<file path="config.mk">
export PLATFORM = sky130hd
export DESIGN_NAME = spi_flash_program_erase
export DESIGN_NICKNAME = d
export VERILOG_FILES = /design/src/spi_flash_pkg.sv /design/src/spi_flash_program_erase.sv
export SDC_FILE = /design/constraint.sdc
export NUM_CORES = 2
export LEC_CHECK = 0
export BUFFER_PORTS_ARGS = -buffer_cell sky130_fd_sc_hd__buf_2
export CAP_MARGIN = 10
export CORE_MARGIN = 4
export CORE_UTILIZATION = 40
export DETAILED_ROUTE_END_ITERATION = 6
export PLACE_DENSITY = 0.54
export SYNTH_ARGS = -nofsm -noshare
export SYNTH_HDL_FRONTEND = slang
export SYNTH_SLANG_ARGS = --single-unit
</file>
<file path="constraint.sdc">
create_clock -name clk -period 4.9 [get_ports clk]
set_clock_uncertainty 0.05 [all_clocks]
set_input_delay 0.49 -clock clk [delete_from_list [all_inputs] [get_ports clk]]
set_output_delay 0.49 -clock clk [all_outputs]
set_load 0.005 [all_outputs]
</file>
<file path="src/spi_flash_pkg.sv">
package spi_flash_pkg;

  // ****************************************************************
  // Command opcodes.
  // ****************************************************************
  localparam logic [7:0] OP_PROGRAM = 8'h02;
  localparam logic [7:0] OP_ERASE_4K = 8'h20;
  localparam logic [7:0] OP_ERASE_32K_A = 8'h52;
  localparam logic [7:0] OP_ERASE_32K_B = 8'hd8;
  localparam logic [7:0] OP_WRITE_ENABLE = 8'h06;
  localparam logic [7:0] OP_NONE = 8'h00;

  // ****************************************************************
  // Array geometry.
  // ****************************************************************
  localparam int PAGE_BYTES = 256;
  localparam logic [7:0] ERASED_BYTE = 8'hff;
  localparam logic [15:0] BLOCK_4K_MASK = 16'hf000;
  localparam logic [15:0] BLOCK_32K_MASK = 16'h8000;
  localparam logic [2:0] ADDR_DONE_BYTES = 3'h4;

  // ****************************************************************
  // Timing.
  // ****************************************************************
  localparam int CLK_MHZ = 100;
  localparam int BYTE_PROGRAM_TIME_US = 20;
  localparam int PAGE_PROGRAM_TIME_US = 1000;
  localparam int BLOCK_ERASE_TIME_US = 50000;
  localparam int BYTE_PROGRAM_CYCLES = BYTE_PROGRAM_TIME_US * CLK_MHZ;
  localparam int PAGE_PROGRAM_CYCLES = PAGE_PROGRAM_TIME_US * CLK_MHZ;
  localparam int BLOCK_ERASE_CYCLES = BLOCK_ERASE_TIME_US * CLK_MHZ;

  // ****************************************************************
  // Status word bit positions and pin synchroniser lanes.
  // ****************************************************************
  localparam int STAT_BUSY = 0;
  localparam int STAT_WEL = 1;
  localparam int STAT_BP = 2;
  localparam int STAT_ERR = 5;
  localparam int LANE_SCK = 0;
  localparam int LANE_CS = 1;
  localparam int LANE_MOSI = 2;
  localparam logic [2:0] SYNC_RESET = 3'h2;

  typedef enum logic [1:0] {PH_IDLE, PH_SCAN, PH_ERASE_REQ, PH_WAIT} phase_t;
  typedef enum logic [1:0] {OPK_BYTE, OPK_PAGE, OPK_ERASE} op_kind_t;

  typedef struct packed {
    logic erase;
    logic big;
    logic [15:0] addr;
    logic [7:0] data;
  } fifo_entry_t;

endpackage

</file>
<file path="src/spi_flash_program_erase.sv">
`timescale 1ns/100ps
module spi_flash_program_erase
  import spi_flash_pkg::*;
#(
  parameter int PAGE_CYCLES = PAGE_PROGRAM_CYCLES,
  parameter int ERASE_CYCLES = BLOCK_ERASE_CYCLES
) (
  input wire logic clk,
  input wire logic resetn,
  input wire logic spiClk,
  input wire logic spiCsN,
  input wire logic spiMosi,
  input wire logic blockProtectBit,
  input wire logic arrayVerifyFail,
  output logic arrValid,
  input wire logic arrReady,
  output logic arrErase,
  output logic arrBlock32,
  output logic [15:0] arrAddr,
  output logic [7:0] arrData,
  output logic busy,
  output logic writeEnableLatch,
  output logic programEraseErrorFlag,
  output logic [7:0] statusWord
);

  // ****************************************************************
  // State.
  // ****************************************************************
  typedef struct packed {
    logic [2:0] s1;
    logic [2:0] s2;
    logic [2:0] s3;
    logic [2:0] f;
    logic [2:0] bitCnt;
    logic [2:0] byteCnt;
    logic [7:0] shift;
    logic [7:0] opcode;
    logic [15:0] addr;
    logic [7:0] ptr;
    logic [1:0] dataCnt;
    logic [255:0] loaded;
    logic frameIgnore;
    logic write_enable_latch;
    logic err;
    phase_t phase;
    op_kind_t kind;
    logic big;
    logic [8:0] scanIdx;
    logic [31:0] timer;
    logic timerDone;
    fifo_entry_t [1:0] ent;
    logic wrPtr;
    logic rdPtr;
    logic [1:0] cnt;
  } state_t;

  state_t q_q;
  state_t q_d;
  logic [7:0] pageBuf [PAGE_BYTES];
  logic bufWrite;
  logic [7:0] shiftNext;
  logic sckRise;
  logic csFall;
  logic csRise;
  logic abortEvt;
  logic weEvt;
  logic push;
  logic pop;
  logic isErase;
  logic aligned;
  logic addrDone;
  fifo_entry_t pushEnt;
  logic [31:0] limit;

  // ****************************************************************
  // Next-state logic.
  // ****************************************************************
  always_comb begin
    q_d = q_q;
    bufWrite = 1'b0;
    abortEvt = 1'b0;
    weEvt = 1'b0;
    push = 1'b0;
    pushEnt = '0;
    // Pins pass three flops; a change counts once the last two agree.
    // The filtered copy only moves on agreement, so a pin that glitches for a
    // single cycle never produces a false edge on the serial clock.
    q_d.s1 = {spiMosi, spiCsN, spiClk};
    q_d.s2 = q_q.s1;
    q_d.s3 = q_q.s2;
    for (int i = 0; i < 3; i++) begin
      if (q_q.s2[i] == q_q.s3[i]) begin
        q_d.f[i] = q_q.s3[i];
      end
    end
    sckRise = (q_q.s2[LANE_SCK] == q_q.s3[LANE_SCK]) && q_q.s3[LANE_SCK] && !q_q.f[LANE_SCK];
    csFall = (q_q.s2[LANE_CS] == q_q.s3[LANE_CS]) && !q_q.s3[LANE_CS] && q_q.f[LANE_CS];
    csRise = (q_q.s2[LANE_CS] == q_q.s3[LANE_CS]) && q_q.s3[LANE_CS] && !q_q.f[LANE_CS];
    shiftNext = {q_q.shift[6:0], q_q.s3[LANE_MOSI]};
    isErase = (q_q.opcode == OP_ERASE_4K) || (q_q.opcode == OP_ERASE_32K_A) ||
              (q_q.opcode == OP_ERASE_32K_B);
    aligned = (q_q.bitCnt == 3'h0);
    addrDone = (q_q.byteCnt == ADDR_DONE_BYTES);

    // Serial frame capture; frames that start while busy are ignored.
    // The page buffer is only cleared by a frame that starts while idle, so the
    // scan of a running program never sees its loaded marks disappear.
    if (csFall) begin
      q_d.frameIgnore = (q_q.phase != PH_IDLE);
      q_d.bitCnt = 3'h0;
      q_d.byteCnt = 3'h0;
      q_d.opcode = OP_NONE;
      if (q_q.phase == PH_IDLE) begin
        q_d.dataCnt = 2'h0;
        q_d.loaded = '0;
      end
    end else if (sckRise && !q_q.f[LANE_CS] && !q_q.frameIgnore) begin
      q_d.shift = shiftNext;
      q_d.bitCnt = q_q.bitCnt + 3'h1;
      if (q_q.bitCnt == 3'h7) begin
        if (!addrDone) begin
          q_d.byteCnt = q_q.byteCnt + 3'h1;
        end
        case (q_q.byteCnt)
          3'h0: q_d.opcode = shiftNext;
          3'h1: ;
          3'h2: q_d.addr[15:8] = shiftNext;
          3'h3: begin
            q_d.addr[7:0] = shiftNext;
            q_d.ptr = shiftNext;
          end
          default: begin
            // The pointer wraps inside the page, so a long frame overwrites the
            // oldest bytes and only the last page of data survives.
            if (q_q.opcode == OP_PROGRAM) begin
              bufWrite = 1'b1;
              q_d.loaded[q_q.ptr] = 1'b1;
              q_d.ptr = q_q.ptr + 8'h1;
              if (q_q.dataCnt != 2'h2) begin
                q_d.dataCnt = q_q.dataCnt + 2'h1;
              end
            end
          end
        endcase
      end
    end

    // Decision on release of chip select.
    // A release with the latch clear is no abort: the latch is already clear
    // and nothing else changes.
    if (csRise && !q_q.frameIgnore && q_q.phase == PH_IDLE) begin
      if (q_q.opcode == OP_WRITE_ENABLE && aligned) begin
        weEvt = 1'b1;
        q_d.write_enable_latch = 1'b1;
      end else if (q_q.opcode == OP_PROGRAM && q_q.write_enable_latch) begin
        if (blockProtectBit || !addrDone || q_q.dataCnt == 2'h0 || !aligned) begin
          abortEvt = 1'b1;
          q_d.write_enable_latch = 1'b0;
        end else begin
          q_d.write_enable_latch = 1'b0;
          q_d.err = 1'b0;
          q_d.phase = PH_SCAN;
          q_d.kind = (q_q.dataCnt == 2'h1) ? OPK_BYTE : OPK_PAGE;
          q_d.scanIdx = 9'h0;
          q_d.timer = 32'h0;
          q_d.timerDone = 1'b0;
        end
      end else if (isErase && q_q.write_enable_latch) begin
        if (blockProtectBit || !addrDone || !aligned) begin
          abortEvt = 1'b1;
          q_d.write_enable_latch = 1'b0;
        end else begin
          q_d.write_enable_latch = 1'b0;
          q_d.err = 1'b0;
          q_d.phase = PH_ERASE_REQ;
          q_d.kind = OPK_ERASE;
          q_d.big = (q_q.opcode != OP_ERASE_4K);
          q_d.timer = 32'h0;
          q_d.timerDone = 1'b0;
        end
      end
    end
    if (csRise) begin
      q_d.frameIgnore = 1'b0;
    end

    // Self-timed operation.
    // The timer runs from the accepted release, independent of how fast the
    // array takes words, and busy waits for both the timer and a drained buffer.
    case (q_q.kind)
      OPK_BYTE: limit = 32'(BYTE_PROGRAM_CYCLES);
      OPK_PAGE: limit = 32'(PAGE_CYCLES);
      default: limit = 32'(ERASE_CYCLES);
    endcase
    if (q_q.phase != PH_IDLE && !q_q.timerDone) begin
      q_d.timer = q_q.timer + 32'h1;
      q_d.timerDone = (q_q.timer == limit - 32'h1);
    end
    case (q_q.phase)
      PH_SCAN: begin
        if (q_q.scanIdx[8]) begin
          q_d.phase = PH_WAIT;
        end else if (!q_q.loaded[q_q.scanIdx[7:0]]) begin
          q_d.scanIdx = q_q.scanIdx + 9'h1;
        end else if (q_q.cnt != 2'h2) begin
          push = 1'b1;
          pushEnt = '{erase: 1'b0, big: 1'b0, addr: {q_q.addr[15:8], q_q.scanIdx[7:0]},
                      data: pageBuf[q_q.scanIdx[7:0]]};
          q_d.scanIdx = q_q.scanIdx + 9'h1;
        end
      end
      PH_ERASE_REQ: begin
        if (q_q.cnt != 2'h2) begin
          push = 1'b1;
          pushEnt = '{erase: 1'b1, big: q_q.big,
                      addr: q_q.addr & (q_q.big ? BLOCK_32K_MASK : BLOCK_4K_MASK), data: ERASED_BYTE};
          q_d.phase = PH_WAIT;
        end
      end
      PH_WAIT: begin
        if (q_q.timerDone && q_q.cnt == 2'h0) begin
          q_d.phase = PH_IDLE;
        end
      end
      default: ;
    endcase
    if (arrayVerifyFail && q_q.phase != PH_IDLE) begin
      q_d.err = 1'b1;
    end

    // Two-entry buffer towards the array.
    // The scan stalls while both entries are taken, so a slow array loses no word.
    pop = (q_q.cnt != 2'h0) && arrReady;
    if (push) begin
      q_d.ent[q_q.wrPtr] = pushEnt;
      q_d.wrPtr = !q_q.wrPtr;
    end
    if (pop) begin
      q_d.rdPtr = !q_q.rdPtr;
    end
    q_d.cnt = q_q.cnt + {1'b0, push} - {1'b0, pop};
  end

  always_ff @(posedge clk or negedge resetn) begin
    if (!resetn) begin
      q_q <= '{s1: SYNC_RESET, s2: SYNC_RESET, s3: SYNC_RESET, f: SYNC_RESET,
               opcode: OP_NONE, phase: PH_IDLE, kind: OPK_BYTE, default: '0};
    end else begin
      q_q <= q_d;
    end
  end

  always_ff @(posedge clk) begin
    if (bufWrite) begin
      pageBuf[q_q.ptr] <= shiftNext;
    end
  end

  // ****************************************************************
  // Outputs.
  // ****************************************************************
  assign arrValid = (q_q.cnt != 2'h0);
  assign arrErase = q_q.ent[q_q.rdPtr].erase;
  assign arrBlock32 = q_q.ent[q_q.rdPtr].big;
  assign arrAddr = q_q.ent[q_q.rdPtr].addr;
  assign arrData = q_q.ent[q_q.rdPtr].data;
  assign busy = (q_q.phase != PH_IDLE);
  assign writeEnableLatch = q_q.write_enable_latch;
  assign programEraseErrorFlag = q_q.err;

  always_comb begin
    statusWord = 8'h00;
    statusWord[STAT_BUSY] = busy;
    statusWord[STAT_WEL] = q_q.write_enable_latch;
    statusWord[STAT_BP] = blockProtectBit;
    statusWord[STAT_ERR] = q_q.err;
  end
endmodule

</file>
==> key figures <==
Worst setup path
  • Buf/Inv on CP: 3
  • Crit Path Category: reg2reg
  • Cell repeated most along the worst path: buf_4
  • Crit. End Element: register
  • Critical-path cell list: buf_12 > mux4_2 > a22oi_1 > o311ai_0 > nor4_1 > a211o_1 > a211oi_2 > buf_4 > a31oi_2 > buf_4 > mux2_2
  • Required @ worst endpoint: 5.62 ns
  • Worst setup SP type: register
  • Critical Path AT: 5.24 ns
  • CP top delay family: compound AO/OA/AOI/OAI gates
  • Max stage delay on crit path: 0.81 ns
  • Critical path peak fanout: 30
  • Critical Path Stages: 11
  • Worst r2r path cells: 11
  • Crit-path slowest cell: nor4_1

GRT
  • Largest net degree at the start of global routing: 201
  • Grt met2 use: 33.06%
  • GR Overflow Total: 0
  • Met3 GRT Util: 3.670%
  • Initial antenna violation count: 8
  • Vias in the first global route: 52,060
  • Met1 GRT Util: 30.89%
  • First-pass GRT wire length: 385,000 um
  • Total track usage: 21.02%
  • Busiest grt layer: met2

Status
  • Status: finished clean

Synth
  • Post-Synthesis Cells: 5,200
  • Post-Syn Area: 98,000 um2
  • Synth area leaders: edfxtp_1 63%, mux4_2 16%, dfrtp_1 10%
  • Top-count cell post-synth: edfxtp_1
  • Mean area per synthesized cell: 18.85 um2
  • Yosys top cell by area: edfxtp_1
  • Number of synthesized flops with an enable pin: 2,048
  • Top post-synthesis cells by count: 2,048 x edfxtp_1, 684 x mux4_2, 590 x nor2_1
  • FFs w/ async S/R, synth: 16.75%
  • Netlist cell types: 75
  • Top cell type's share of synthesized area: 62.76%
  • YS warnings: 0
  • Yosys reg bits: 2,460
  • Seq/Total Area, Yosys: 73.28%
  • Primary FF master, synth: edfxtp_1

Place
  • DP Area: 104,100 um2
  • # port buffers: 41
  • Gp weighted congestion: 0.8018
  • Post-DP HPWL: 160,500 um

CTS
  • Cts repair resizes: 0
  • Reg clk slew, reported paths: 0.06 ns
  • H-tree depth: 5
  • Inserted Clock Buffers: 280
  • Max clock buf depth: 4
  • Clock Tree Root: clkbuf_16
  • Clock sink total: 2,460
  • CTS tree: yes
  • Clock insertion delay at the later pin of the skew report: 0.93 ns

Route
  • DR vias/cell: 5.757
  • Routed vias: 51,600
  • Antenna violation net count after detailed routing: 0
  • Detailed Routing Iterations Pass 1: 5
  • Initial DRC count: 5,802
  • Final wirelength: 265,700 um
  • Routed WL per cell: 29.65 um
  • Remaining DRCs: 0

STA
  • Max-slew violation count: 0
  • Setup violations, final: 0
  • Final Cycle Share: 92.17%
  • RSZ-0062 raised after global routing: false
  • Setup TNS: 0 ns
  • Slew headroom: 16.07%
  • Post-route minimum period: 4.517 ns
  • Final hold slack: 0.1335 ns
  • Hold Fails Final Rpt: 0
  • Max frequency: 0.2214 GHz
  • Pin slew with the least headroom to its limit: 1.259 ns

Pwr
  • Sw Ratio: 21.91%
  • Share of power burned in registers: 53.7%
  • Leakage: 37.58 nW
  • Power per cell area: 412.6 nW/um2
  • Combinational Power Share: 3.6%
  • Clock power frac: 42.7%
  • Internal power: 0.03634 W
  • VDD IR max: 0.0003736 V
  • Total power: 0.04654 W
  • NetSw: 0.01020 W

Worst hold path
  • Worst Hold Class: in2async

Run
  • Max-Cap Viols: 0

Layout
  • Fillers: 20,330
  • Multi-input logic area: 24,640 um2
  • FF+latch area: 71,860 um2
  • Final Cell Area: 112,800 um2
  • Nets@finish: 5,599
  • Area Overhead vs Synth: 15.09%
  • Share of cells above drive strength 1: 27.56%

Floorplan
  • Core Rows: 181
  • Die H: 503.0 um
  • IO Pins: 46
  • Die area: 253,000 um2
  • Die Wd: 503.0 um
  • Core area: 243,500 um2
  • Initial Utilization: 40.25%
-- cells in the final DEF, fill, tap and decap left out, types with 9 or more instances in the layout --
cell / Yosys / routed
nand4_1: 20 / 20
nand3b_1: 9 / 9
and3_1: 11 / 11
nor4_1: 10 / 10
nor2_1: 590 / 586
nor3_1: 25 / 16
buf_12: 0 / 42
nand2b_1: 19 / 19
inv_1: 26 / 26
nor3_2: 1 / 10
bufinv_16: 0 / 15
clkbuf_8: 0 / 13
clkinv_1: 1 / 41
o22ai_1: 13 / 13
buf_2: 69 / 40
buf_4: 25 / 326
a221oi_1: 9 / 9
o21ai_0: 73 / 73
clkbuf_1: 213 / 68
mux4_2: 684 / 684
a22oi_1: 36 / 36
a22o_1: 44 / 44
ha_1: 26 / 26
nand3_2: 0 / 9
o211ai_1: 12 / 12
clkbuf_16: 0 / 290
clkinv_2: 0 / 39
nand2_1: 187 / 187
nand3_1: 59 / 50
and2_1: 14 / 14
mux2i_1: 28 / 28
nor2b_1: 26 / 23
a21oi_1: 293 / 293
dfrtp_4: 0 / 12
edfxtp_1: 2048 / 2048
mux2_2: 61 / 61
dfrtp_1: 408 / 392
-- power by group through the flow --
| stage | sequential, W | combinational (W) | clock [W] |
|---|---|---|---|
| after floorplan | 0.0260 | 0.000164 | 0 |
| after global placement | 0.0254 | 0.00164 | 0 |
| after detailed placement | 0.0254 | 0.00173 | 0 |
| after CTS | 0.0250 | 0.00173 | 0.0203 |
| after global routing | 0.0250 | 0.00186 | 0.0212 |
| final | 0.0250 | 0.00169 | 0.0199 |
-- area by class of cell --
class	instances	area share [%]
Sequential cell	2460	63.72
Inverter	28	0.09985
Clock buffer	371	6.820
Clock inverter	104	0.7877
Multi-Input combinational cell	2379	21.85
Tap cell	3202	3.552
Timing Repair Buffer	416	3.169
Antenna cell	2	0.004438
-- state kept, by name, summed over array words and instances, names as in the netlist --
| signal | count |
|---|---|
| programEraseErrorFlag | 1 |
| pageBuf | 2048 |
| writeEnableLatch | 1 |
| q_d | 6 |
| q_q | 404 |
-- logic make-up (layout without fill, tap and decap cells) --
| logic type | Yosys count | count (layout) | synth area share, % |
|---|---|---|---|
| adders and majority gates | 26 | 26 | 0.3320 |
| buffers and inverters | 364 | 919 | 1.708 |
| DFF | 2460 | 2460 | 73.28 |
| AOI/OAI and AO/OA | 559 | 559 | 3.470 |
| xor gates and xnor gates | 7 | 7 | 0.06256 |
| muxes | 773 | 773 | 16.71 |
| and+or+nand+nor | 1010 | 1010 | 4.433 |
| other | 1 | 6 | 0.003827 |
-- metal layers --
metal / vias to the layer above / wire length [um]
met5: - / 0
met4: 0 / 5113
met3: 351 / 18200
met2: 1801 / 126100
li1: 21580 / -
met1: 27860 / 116200
-- what timing repair did --
| action | in CTS | in global routing |
|---|---|---|
| hold endpoints to repair | 76 | 0 |
| hold buffers | 7 | 0 |
| setup buffers | 0 | 0 |
-- through the flow --
step	setup slack, ns	util [%]	instances
final	0.3834	46.32	8962
after global placement	0.4024	42.77	8477
after floorplan	0.8044	-	5203
after CTS	0.4279	46.32	8960
after global routing	0.2140	46.32	8961
after detailed placement	0.4549	42.77	8478
-- final timing paths --
kind	end	slack [ns]	start
hold reg to reg	q_q[415]$_DFF_PN0_	0.30	q_d[415]$_DFF_PN0_
max in group asynchronous	q_q[89]$_DFF_PN0_	3.43	resetn
setup / recovery	q_q[4]$_DFFE_PN0P_	0.38	q_q[89]$_DFF_PN0_
setup reg to reg	q_q[4]$_DFFE_PN0P_	0.38	q_q[89]$_DFF_PN0_
min in group clk	q_d[416]$_DFF_PN0_	0.20	spiClk
hold / removal	programEraseErrorFlag$_DFFE_PN0P_	0.13	resetn
Note: power is estimated with default switching activity, not from simulation.
